## config.mk

```make
export PLATFORM = sky130hd
export DESIGN_NAME = wsi_wake_irq_cfg
export DESIGN_NICKNAME = d
export VERILOG_FILES = /design/src/wsi_pkg.sv /design/src/wsi_pin_drive.sv /design/src/wsi_fifo_gate.sv /design/src/wsi_wake_irq_cfg.sv
export SDC_FILE = /design/constraint.sdc
export NUM_CORES = 1
export LEC_CHECK = 0
export BUFFER_PORTS_ARGS = -buffer_cell sky130_fd_sc_hd__buf_2
export CORE_MARGIN = 10
export CORE_UTILIZATION = 40
export CTS_CLUSTER_DIAMETER = 50
export DETAILED_ROUTE_END_ITERATION = 10
export PLACE_DENSITY = 0.69
export SLEW_MARGIN = 20
export SYNTH_ARGS = -nofsm -noshare
export SYNTH_HDL_FRONTEND = slang
export SYNTH_HIERARCHICAL = 1
export SYNTH_SLANG_ARGS = --single-unit
```

## constraint.sdc

```tcl
create_clock -name ref_clk -period 2.2 [get_ports ref_clk]
set_input_delay 0.11 -clock ref_clk [delete_from_list [all_inputs] [get_ports ref_clk]]
set_output_delay 0.11 -clock ref_clk [all_outputs]
set_load 0.01 [all_outputs]
```

## src/wsi_pkg.sv

```systemverilog
// Package for the wake source and interrupt pin configuration block.
// Assumes an 8-bit internal register port and one sample clock domain.
package wsi_pkg;

  // Register offsets on the internal register port
  localparam logic [7:0] WSI_WAKE_CTRL_OFS = 8'h2c;  // wake_and_irq_pin_control
  localparam logic [7:0] WSI_IRQ_EN_OFS    = 8'h2d;  // irq_source_enable

  // Field positions, wake_and_irq_pin_control
  localparam int WSI_FIFO_GATE_BIT  = 7;
  localparam int WSI_TRANSIENT_WAKE_ENABLE_BIT = 6;
  localparam int WSI_WAKE_ORIENT_BIT = 5;
  localparam int WSI_WAKE_PULSE_BIT = 4;
  localparam int WSI_WAKE_FALL_BIT  = 3;
  localparam int WSI_LEVEL_BIT      = 1;
  localparam int WSI_DRIVE_BIT      = 0;

  // Field positions, irq_source_enable (also event vector layout)
  localparam int WSI_SRC_SLEEP_WAKE = 7;
  localparam int WSI_SRC_FIFO       = 6;
  localparam int WSI_SRC_TRANS      = 5;
  localparam int WSI_SRC_ORIENT     = 4;
  localparam int WSI_SRC_PULSE      = 3;
  localparam int WSI_SRC_FALL       = 2;
  localparam int WSI_SRC_READY      = 0;

  // Writable bit masks; unused positions read as zero
  localparam logic [7:0] WSI_WAKE_CTRL_MASK = 8'hfb;
  localparam logic [7:0] WSI_IRQ_EN_MASK    = 8'hfd;

  // Values after reset
  localparam logic [7:0] WSI_WAKE_CTRL_RST = 8'h00;
  localparam logic [7:0] WSI_IRQ_EN_RST    = 8'h00;

  // FIFO input gate states
  typedef enum logic [0:0] {
    WSI_GATE_OPEN,
    WSI_GATE_HELD
  } wsi_gate_state_type;

  // Electrical setup of one interrupt pin
  typedef struct packed {
    logic level_high;  // 1: asserted as high
    logic open_drain;  // 1: only pulls low
  } wsi_pin_cfg_type;

endpackage

```

## src/wsi_pin_drive.sv

```systemverilog
// One interrupt pin driver: polarity and push-pull or open-drain.
// Assumes the pad combines pin_o and pin_oe; no tri-state inside.
`timescale 1ns/100ps
`default_nettype none
module wsi_pin_drive
  import wsi_pkg::*;
(
  input  wire logic            ref_clk,
  input  wire logic            rst_n,
  input  wire wsi_pin_cfg_type cfg,
  input  wire logic            irq_req,
  output logic                 pin_o,
  output logic                 pin_oe
);

  logic level;  // Wire level wanted for the pin

  // Polarity: asserted low unless level_high
  assign level = cfg.level_high ? irq_req : ~irq_req;

  // Registered pad controls
  always_ff @(posedge ref_clk) begin
    if (!rst_n) begin
      pin_o  <= 1'b1;  // Deasserted, active low, push-pull
      pin_oe <= 1'b1;
    end else if (cfg.open_drain) begin
      // Only sinks current, so lines may be shared
      pin_o  <= 1'b0;
      pin_oe <= ~level;
    end else begin
      // Push-pull drives both levels
      pin_o  <= level;
      pin_oe <= 1'b1;
    end
  end
endmodule
`default_nettype wire

```

## src/wsi_fifo_gate.sv

```systemverilog
// FIFO input gate across wake/sleep mode changes.
// Assumes fifo_empty reflects the sample FIFO fill state each cycle.
`timescale 1ns/100ps
`default_nettype none
module wsi_fifo_gate
  import wsi_pkg::*;
(
  input  wire logic ref_clk,
  input  wire logic rst_n,
  input  wire logic gate_en,
  input  wire logic sys_sleep,
  input  wire logic sample_valid,
  input  wire logic fifo_empty,
  output logic      fifo_flush,
  output logic      sample_store,
  output logic      gate_error,
  output logic      gate_held
);

  wsi_gate_state_type state_r;     // Gate state
  logic               mode_prev_r; // Last seen sleep level
  logic               mode_known_r;// Mode seen since reset
  logic               mode_change; // Wake/sleep transition

  // First cycle after reset only learns the mode, no spurious change
  assign mode_change = mode_known_r && (sys_sleep != mode_prev_r);
  assign gate_held   = (state_r == WSI_GATE_HELD);

  // Mode history
  always_ff @(posedge ref_clk) begin
    if (!rst_n) begin
      mode_prev_r  <= 1'b0;
      mode_known_r <= 1'b0;
    end else begin
      mode_prev_r  <= sys_sleep;
      mode_known_r <= 1'b1;
    end
  end

  // Gate state machine
  always_ff @(posedge ref_clk) begin
    if (!rst_n) begin
      state_r <= WSI_GATE_OPEN;
    end else begin
      case (state_r)
        WSI_GATE_OPEN: begin
          // Hold contents only when there is something to
          if (mode_change && gate_en && !fifo_empty)
            state_r <= WSI_GATE_HELD;
        end
        WSI_GATE_HELD: begin
          // Host emptied the FIFO, samples flow again
          if (fifo_empty)
            state_r <= WSI_GATE_OPEN;
        end
        default: state_r <= WSI_GATE_OPEN;
      endcase
    end
  end

  // Flush pulse on mode change while gating is off
  always_ff @(posedge ref_clk) begin
    if (!rst_n)
      fifo_flush <= 1'b0;
    else
      fifo_flush <= mode_change && !gate_en;
  end

  // Sample write strobe, dropped while held
  always_ff @(posedge ref_clk) begin
    if (!rst_n)
      sample_store <= 1'b0;
    else
      sample_store <= sample_valid && !gate_held;
  end

  // Error flag; on an empty FIFO the clear wins over a late sample
  always_ff @(posedge ref_clk) begin
    if (!rst_n)
      gate_error <= 1'b0;
    else if (gate_held && sample_valid && !fifo_empty)
      gate_error <= 1'b1;
    else if (fifo_empty)
      gate_error <= 1'b0;
  end

endmodule
`default_nettype wire

```

## src/wsi_wake_irq_cfg.sv

```systemverilog
// Top of the wake source and interrupt pin configuration block.
// Assumes a synchronous internal register port from the serial
// interface, event flags from the detection functions and a routing
// vector from the pin routing register kept elsewhere.
//
// Overview of operation
// - Gate off: flush FIFO on mode change
// - Gate on: keep FIFO, drop samples until emptied
// - Late sample while gated sets gate error
// - Gate error holds until FIFO is empty
// - Transient wake bit: bypass or wake in sleep
// - Orientation wake bit: bypass or wake in sleep
// - Pulse wake bit: bypass or wake in sleep
// - Fall/motion wake bit: bypass or wake in sleep
// - Level bit: zero active low, one high
// - Drive bit: zero push-pull, one open-drain
// - Enable register bit order, bit 1 unused
// - Wake-control layout: gate, wakes, bit 2 unused
// - Enabled event flags reach the interrupt pins
`timescale 1ns/100ps
`default_nettype none
module wsi_wake_irq_cfg
  import wsi_pkg::*;
#(
  parameter int N_SRC = 8  // Width of the event and enable vectors
) (
  input  wire logic             ref_clk,
  input  wire logic             rst_n,
  input  wire logic [7:0]       reg_addr,
  input  wire logic             reg_wr,
  input  wire logic [7:0]       reg_wdata,
  input  wire logic             reg_rd,
  output logic      [7:0]       reg_rdata,
  output logic                  reg_rvalid,
  input  wire logic             sys_sleep,
  input  wire logic             sample_valid,
  input  wire logic             fifo_empty,
  output logic                  fifo_flush,
  output logic                  sample_store,
  output logic                  fifo_gate_error,
  input  wire logic [N_SRC-1:0] src_event,
  input  wire logic [N_SRC-1:0] src_route,
  output logic      [N_SRC-1:0] irq_pending,
  output logic                  wake_request,
  output logic                  irq1_o,
  output logic                  irq1_oe,
  output logic                  irq2_o,
  output logic                  irq2_oe
);

  logic [7:0]      wake_ctrl_r;  // wake_and_irq_pin_control
  logic [7:0]      irq_en_r;     // irq_source_enable
  logic [N_SRC-1:0] wake_en;     // Wake enables in event layout
  logic [N_SRC-1:0] sleep_mask;  // Events allowed in current mode
  logic [N_SRC-1:0] live_event;  // Events after sleep bypass
  logic [N_SRC-1:0] enabled_evt; // Events passed to the controller
  wsi_pin_cfg_type pin_cfg;      // Shared pin setup
  logic            pin1_req;     // Assert request, pin 1
  logic            pin2_req;     // Assert request, pin 2
  logic            gate_held;    // FIFO input blocked

  // Keep only the bits that exist in a register
  function automatic logic [7:0] wsi_mask(input logic [7:0] v, input logic [7:0] m);
    return v & m;
  endfunction

  // Register write decode, one concern per register
  always_ff @(posedge ref_clk) begin
    if (!rst_n)
      wake_ctrl_r <= WSI_WAKE_CTRL_RST;
    else if (reg_wr && reg_addr == WSI_WAKE_CTRL_OFS)
      wake_ctrl_r <= wsi_mask(reg_wdata, WSI_WAKE_CTRL_MASK);
  end

  always_ff @(posedge ref_clk) begin
    if (!rst_n)
      irq_en_r <= WSI_IRQ_EN_RST;
    else if (reg_wr && reg_addr == WSI_IRQ_EN_OFS)
      irq_en_r <= wsi_mask(reg_wdata, WSI_IRQ_EN_MASK);
  end

  // Read port: data one cycle after the strobe, unmapped reads zero
  always_ff @(posedge ref_clk) begin
    if (!rst_n) begin
      reg_rdata  <= 8'h00;
      reg_rvalid <= 1'b0;
    end else begin
      reg_rvalid <= reg_rd;
      if (!reg_rd)
        reg_rdata <= 8'h00;
      else if (reg_addr == WSI_WAKE_CTRL_OFS)
        reg_rdata <= wsi_mask(wake_ctrl_r, WSI_WAKE_CTRL_MASK);
      else if (reg_addr == WSI_IRQ_EN_OFS)
        reg_rdata <= wsi_mask(irq_en_r, WSI_IRQ_EN_MASK);
      else
        reg_rdata <= 8'h00;
    end
  end

  // Map the wake bits onto the event vector layout
  always_comb begin
    wake_en                     = '0;
    wake_en[WSI_SRC_TRANS]      = wake_ctrl_r[WSI_TRANSIENT_WAKE_ENABLE_BIT];
    wake_en[WSI_SRC_ORIENT]     = wake_ctrl_r[WSI_WAKE_ORIENT_BIT];
    wake_en[WSI_SRC_PULSE]      = wake_ctrl_r[WSI_WAKE_PULSE_BIT];
    wake_en[WSI_SRC_FALL]       = wake_ctrl_r[WSI_WAKE_FALL_BIT];
  end

  // In sleep the four detection functions are bypassed unless allowed;
  // other sources are not governed by wake bits and pass unchanged.
  always_comb begin
    sleep_mask = '1;
    if (sys_sleep) begin
      sleep_mask[WSI_SRC_TRANS]  = wake_en[WSI_SRC_TRANS];
      sleep_mask[WSI_SRC_ORIENT] = wake_en[WSI_SRC_ORIENT];
      sleep_mask[WSI_SRC_PULSE]  = wake_en[WSI_SRC_PULSE];
      sleep_mask[WSI_SRC_FALL]   = wake_en[WSI_SRC_FALL];
    end
  end

  assign live_event  = src_event & sleep_mask;
  // Only enabled sources reach the controller
  assign enabled_evt = live_event & irq_en_r[N_SRC-1:0];
  // Routing: one bit set sends a source to pin 1, clear to pin 2
  assign pin1_req    = |(enabled_evt & src_route);
  assign pin2_req    = |(enabled_evt & ~src_route);

  // Pending sources and wake request, registered for the outputs
  always_ff @(posedge ref_clk) begin
    if (!rst_n) begin
      irq_pending  <= '0;
      wake_request <= 1'b0;
    end else begin
      irq_pending  <= enabled_evt;
      // Wake needs an allowed function event while asleep
      wake_request <= sys_sleep && |(src_event & wake_en);
    end
  end

  // Same electrical setup for both pins
  assign pin_cfg.level_high = wake_ctrl_r[WSI_LEVEL_BIT];
  assign pin_cfg.open_drain = wake_ctrl_r[WSI_DRIVE_BIT];

  // Pin 1 driver
  wsi_pin_drive u_pin1 (
    .ref_clk (ref_clk),
    .rst_n   (rst_n),
    .cfg     (pin_cfg),
    .irq_req (pin1_req),
    .pin_o   (irq1_o),
    .pin_oe  (irq1_oe)
  );

  // Pin 2 driver
  wsi_pin_drive u_pin2 (
    .ref_clk (ref_clk),
    .rst_n   (rst_n),
    .cfg     (pin_cfg),
    .irq_req (pin2_req),
    .pin_o   (irq2_o),
    .pin_oe  (irq2_oe)
  );

  // FIFO gate across mode changes
  wsi_fifo_gate u_gate (
    .ref_clk      (ref_clk),
    .rst_n        (rst_n),
    .gate_en      (wake_ctrl_r[WSI_FIFO_GATE_BIT]),
    .sys_sleep    (sys_sleep),
    .sample_valid (sample_valid),
    .fifo_empty   (fifo_empty),
    .fifo_flush   (fifo_flush),
    .sample_store (sample_store),
    .gate_error   (fifo_gate_error),
    .gate_held    (gate_held)
  );

  // Checks
  logic seen_r;        // A mode sample is known
  logic prev_sleep_r;  // Sleep level at the last edge
  // Own copy of the mode history, so the checks do not trust the gate's
  always_ff @(posedge ref_clk) begin
    if (!rst_n) begin
      seen_r       <= 1'b0;
      prev_sleep_r <= 1'b0;
    end else begin
      seen_r       <= 1'b1;
      prev_sleep_r <= sys_sleep;
    end
  end
endmodule
`default_nettype wire

```

==> results of run 1 <==
-- metal layers --
metal  up-vias  part of all wire (%)  routed length [um]
met2        53                    41                1578
li1        693                     -                   -
met3        12                    15                 557
met1       577                    42                1591
met5         -                  0.34                  13
met4         2                   1.9                  71
-- final cells by class --
cell class | count | share of cell area, %
Clock inverter | 1 | 0.2536
Inverter | 6 | 1.141
Sequential cell | 41 | 41.60
Timing Repair Buffer | 62 | 16.11
Multi-Input combinational cell | 112 | 32.97
Tap cell | 48 | 3.044
Clock buffer | 7 | 4.883
-- cell usage in the layout, fill, tap and decap left out, types with 2 or more instances in the layout --
master / n
buf_2: 60
dfxtp_1: 41
nand2_1: 21
nand3_1: 19
o21ai_0: 16
nor2_1: 15
clkbuf_8: 7
mux2i_1: 6
inv_1: 5
o22ai_1: 5
o211ai_2: 2
o211ai_1: 2
nor3b_1: 2
xor2_1: 2
or2_1: 2
-- power by group through the flow --
stage	combinational [mW]	sequential [mW]	clock (mW)
floorplan	0.0330	0.768	0
global placement	0.0821	0.766	0
detailed placement	0.0827	0.766	0
CTS	0.0845	0.748	0.543
global route	0.0931	0.749	0.571
finish	0.0840	0.749	0.531
-- cell usage after synthesis, drive strengths merged --
library cell and instances:
conb 1, and2 2, xnor2 1, or3 1, xor2 2, nand3 19, o21ai 17, nand4 1
mux2i 6, o22ai 5, dfxtp 41, nor3 2, buf 5, and3b 2, nor2b 1, and4b 1
nor3b 2, nand2 21, clkbuf 2, o211ai 4, nand3b 1, or2 2, nor2 15, nor4b 1
nand4b 1, a21oi 1, a221oi 1, a22o 1, inv 6, or4 1
-- how the worst max path moves through the flow --
| stage | startpoint | end | slack [ps] | cells after the start |
|---|---|---|---|---|
| after global placement | wake_ctrl_r[6] | u_pin2/pin_oe | 510 | 5 |
| after detailed placement | wake_ctrl_r[6] | u_pin2/pin_oe | 470 | 5 |
| final | wake_ctrl_r[5] | u_pin2/pin_oe | 460 | 5 |
| after global routing | wake_ctrl_r[6] | u_pin2/pin_oe | 350 | 5 |
| after CTS | wake_ctrl_r[6] | u_pin2/pin_oe | 450 | 5 |
| after floorplan | wake_ctrl_r[6] | u_pin2/pin_oe | 590 | 5 |
-- worst max-delay path, stage by stage, from the launching register on --
cell and delay [ps]:
dfxtp_1 340, o211ai_2 230, o22ai_1 120, or4_1 550, xor2_1 170, or2_1 220
-- per-stage QoR --
step	area, um2	hold WS [ps]
after detailed placement	1862	305.3
after CTS	1973	40.60
after global placement	1862	301.0
after global routing	1973	48.83
after floorplan	1540	137.7
final	1973	39.48
-- sequential cells by signal (all words and copies together) (netlist names) --
register / count
u_gate/sample_store: 1
u_pin1/pin_o: 1
u_pin2/pin_oe: 1
u_gate/gate_error: 1
wake_ctrl_r: 7
u_gate/mode_prev_r: 1
irq_pending: 7
u_pin1/pin_oe: 1
irq_en_r: 7
wake_request: 1
reg_rvalid: 1
u_gate/gate_held: 1
u_pin2/pin_o: 1
u_gate/mode_known_r: 1
u_gate/fifo_flush: 1
reg_rdata: 8
-- cell families (layout without fill, tap and decap cells) --
group	Yosys count	in the layout	synth area share, %
AND/OR/NAND/NOR	73	73	24.78
XOR/XNOR	3	3	1.706
flip-flops	41	41	53.29
AO/OA/AOI/OAI	29	29	11.62
buffers and inverters	13	76	4.468
other	1	1	0.2435
multiplexers	6	6	3.899
-- what timing repair did --
action,CTS,global route
hold buffers,1,0
gates resized for setup,0,0
buffers inserted,0,0
hold endpoints to repair,1,0
==> results.toml, run 1 <==
[outcome]
status = "finished clean"

[routing]
wl_per_cell_um = 13.77
ant_nets = 0
drt_iter0_markers = 60
drt-total-wl_um = 3813
first_pass_iters = 4
routed_via_density = 4.827
vias = 1337
drc_errors = 0

[global_routing]
grt_pass1_wl_um = 6127
grt_pass1_vias = 1379
grt_overflow = 0
use_met2_pct = 17.71
grtUsageMet1_pct = 12.62
met3_usage_pct = 8.297
track_usage_pct = 11.83
grt_busiest_layer = "met2"
antenna_found_initial = 2
grt_max_degree = 41

[worst_hold_path]
holdPathStages = 2
holdPathEnd = "reg_rvalid"
min_path_type = "in -> reg"
hold_path_startpoint = "reg_rd"

[placement]
dp_hpwl_um = 2912
port_buffers = 60
gp_congestion = 0.7646
place_ws_ps = 470.5
dpl.cell_count = 268

[die]
rows = 22
dieArea_um2 = 6732
core_area_um2 = 3689
die_w_um = 82.05
initial_core_util_pct = 41.76
die_y_um = 82.05
ios = 64

[sta]
finalCritPeriodShare_pct = 79.05
setup_tns_ps = 0
hold_viol_final = 0
max_freq_mhz = 575.0
finClkSkew_ps = 7.341
post-route-min-period_ps = 1739
fin_ws_ps = 461.0
drv_slew = 0
finalSetupViolations = 0
rsz0062_at_grt = "false"

[critical_path]
reg2reg_depth = 5
crit_fanout = 4
required_ps = 2380
rr_startpoint = "wake_ctrl_r[5]"
ff2ff_setup_slack_ps = 460
cp-end-kind = "flop"
arrival_ps = 1920
path_class = "reg -> reg"
critPathLaunchType = "flop"
reg2reg_to = "u_pin2/pin_oe"

[layout]
syn_to_final_growth_pct = 28.11
multi_input_area_um2 = 650.6
final_nets = 267
final-instance-count-excl-fill = 277
seq_area_um2 = 820.8
final_layout_size_suffix_gt1_share_pct = 33.19
final_util_pct = 53.49
antennaDiodeCount = 0
num-fill-cells = 369

[pwr]
irDropWorstVdd_mv = 0.3511
switching_share_pct = 21.60
seqPwrFrac_pct = 54.9
switchingPower_uw = 294.5
finalPower_mw = 1.364
p_leak_nw = 0.8968
comb_power_share_pct = 6.2
clkPwrFrac_pct = 39.0
power.density_nw_per_um2 = 691.2
intPower_mw = 1.069

[clock_network]
cts-buffers-inserted = 5
clock_tree.root_cell = "clkbuf_8"
clk_latency_ps = 290
cts_tree = "done"
htreeDepth = 2
cts.clk_slew.worst_paths_ps = 80
clock_sinks = 41
clk_path_buf_depth = 2

[logic_synthesis]
synth_area_leaders = "dfxtp_1, nand3_1, o21ai_0, nand2_1, mux2i_1"
ys_seq_elements = 41
syn_inst = 166
synth_top_area_share_pct = 53.29
ys_seq_area_share_pct = 53.29
synth_warnings = 6
synth_area_um2 = 1540
avgSynthCellArea_um2 = 9.278
syn_nets = 205
yosysUniqueCellTypes = 38
yosysTopAreaCell = "dfxtp_1"

[run]
maxCapViolations = 0
Note: power is estimated with default switching activity, not from simulation.
==> run 2: changes to the inputs <==
==> constraint.sdc (replaced) <==
create_clock -name ref_clk -period 1.8 [get_ports ref_clk]
set_input_delay 0.09 -clock ref_clk [delete_from_list [all_inputs] [get_ports ref_clk]]
set_output_delay 0.09 -clock ref_clk [all_outputs]
set_load 0.01 [all_outputs]
==> run 2 against run 1 <==
Clock skew down 1.7 ps. Sequential share of layout area up 0.32 points. Combinational power up 24%. Largest cell class unchanged. Cell count down 0.36%. Clock power up 11%. Largest power group unchanged. Critical endpoint unchanged. Critical path type unchanged. Clock-buffer cell count unchanged. First-iteration DRC count down 1.7%.
==> results.toml, run 2 (same netlist as run 1, synthesis figures left out) <==
[clock_network]
cts-buffers-inserted = 5
post_cts_resized = 0
post_cts_buffers = 0
clk_latency_ps = 290
cts.clk_slew.worst_paths_ps = 70
clk_path_buf_depth = 2
htreeDepth = 2
clock_tree.root_cell = "clkbuf_8"
clock_sinks = 41
cts_tree = "done"

[outcome]
status = "finished clean"

[critical_path]
arrival_ps = 1890
reg2reg_to = "u_pin2/pin_oe"
ff2ff_setup_slack_ps = 80
cp-end-kind = "flop"
reg2reg_depth = 5
critPathLaunchType = "flop"
required_ps = 1970
crit_fanout = 4
rr_startpoint = "wake_ctrl_r[6]"
path_class = "reg -> reg"

[die]
die_w_um = 82.05
core_area_um2 = 3689
ios = 64
initial_core_util_pct = 41.76
dieArea_um2 = 6732
rows = 22
die_y_um = 82.05

[sta]
finalSetupViolations = 0
hold_slack_ps = 29.99
finalCritPeriodShare_pct = 95.35
setup_tns_ps = 0
finClkSkew_ps = 5.652
rsz0062_at_grt = "false"
fin_ws_ps = 83.63
drv_slew = 0
hold_viol_final = 0
post-route-min-period_ps = 1716
max_freq_mhz = 582.6

[layout]
final_util_pct = 53.09
final_area_um2 = 1958
largest_register = "reg_rdata"
num-fill-cells = 372
final_common_cell = "buf_2"
final-instance-count-excl-fill = 276
largest_reg_flops = 8
final_layout_size_suffix_gt1_share_pct = 32.46
layout_common_cells = "buf_2, dfxtp_1, nand2_1"
syn_to_final_growth_pct = 27.13
final_nets = 267
antennaDiodeCount = 0

[placement]
dp_hpwl_um = 2967
port_buffers = 60
placed_cell_area_um2 = 1862
place_ws_ps = 73.91
gp_congestion = 0.7591
dpl.cell_count = 268

[pwr]
seqPwrFrac_pct = 56.8
switchingPower_uw = 346.0
switching_share_pct = 21.48
finalPower_mw = 1.611
irDropWorstVdd_mv = 0.4765
p_leak_nw = 0.8866
intPower_mw = 1.265
clkPwrFrac_pct = 36.8
comb_power_share_pct = 6.4
power.density_nw_per_um2 = 822.7

[global_routing]
grt_max_degree = 41
grt_pass1_wl_um = 5968
track_usage_pct = 11.50
antenna_found_initial = 0
grt_overflow = 0
grt_pass1_vias = 1305

[worst_hold_path]
min_path_type = "in -> reg"
holdPathEnd = "reg_rvalid"
hold_path_startpoint = "reg_rd"
holdPathStages = 2

[routing]
vias = 1338
wl_per_cell_um = 13.84
routed_via_density = 4.848
ant_nets = 0
first_pass_iters = 4
drt_iter0_markers = 59
drt-total-wl_um = 3820
drc_errors = 0

[run]
maxCapViolations = 0
## run 2: layer usage
metal	vias up	wire [um]	global-route usage, %
li1	691	-	-
met2	47	1605	15.91
met5	-	0	0
met4	0	52	5.102
met3	6	495	6.659
met1	594	1666	14.09
## run 2: repair_timing
item | CTS | global route
hold buffers | 1 | 0
setup endpoints to repair | 0 | 1
endpoints found under the hold margin | 1 | 0
## run 2: worst max-delay path, stage by stage, from the launching register on
cell and delay (ps):
dfxtp_1 350, o211ai_2 200, o22ai_1 110, or4_1 550, xor2_1 170, or2_1 230
## run 2: worst max path at each step
stage               endpoint  cells after the start           start
2_1_floorplan  u_pin2/pin_oe                      5  wake_ctrl_r[6]
3_5_place_dp   u_pin2/pin_oe                      5  wake_ctrl_r[6]
3_3_place_gp   u_pin2/pin_oe                      5  wake_ctrl_r[6]
4_1_cts        u_pin2/pin_oe                      5  wake_ctrl_r[6]
5_1_grt        u_pin2/pin_oe                      5  wake_ctrl_r[5]
6_report       u_pin2/pin_oe                      5  wake_ctrl_r[6]
## run 2: layout make-up
class / instances / area, um2 / area share, %
Inverter: 6 / 22.52 / 1.150
Multi-Input combinational cell: 112 / 650.6 / 33.23
Timing Repair Buffer: 62 / 317.8 / 16.23
Sequential cell: 41 / 820.8 / 41.92
Clock buffer: 7 / 86.33 / 4.409
Tap cell: 48 / 60.06 / 3.067
## run 2: power by group through the flow
stage                     logic, mW  registers, mW  clock network, mW
after floorplan              0.0403          0.938                  0
after global placement        0.100          0.936                  0
after detailed placement      0.102          0.936                  0
after CTS                     0.104          0.915              0.605
after global routing          0.115          0.915              0.641
final                         0.104          0.915              0.592
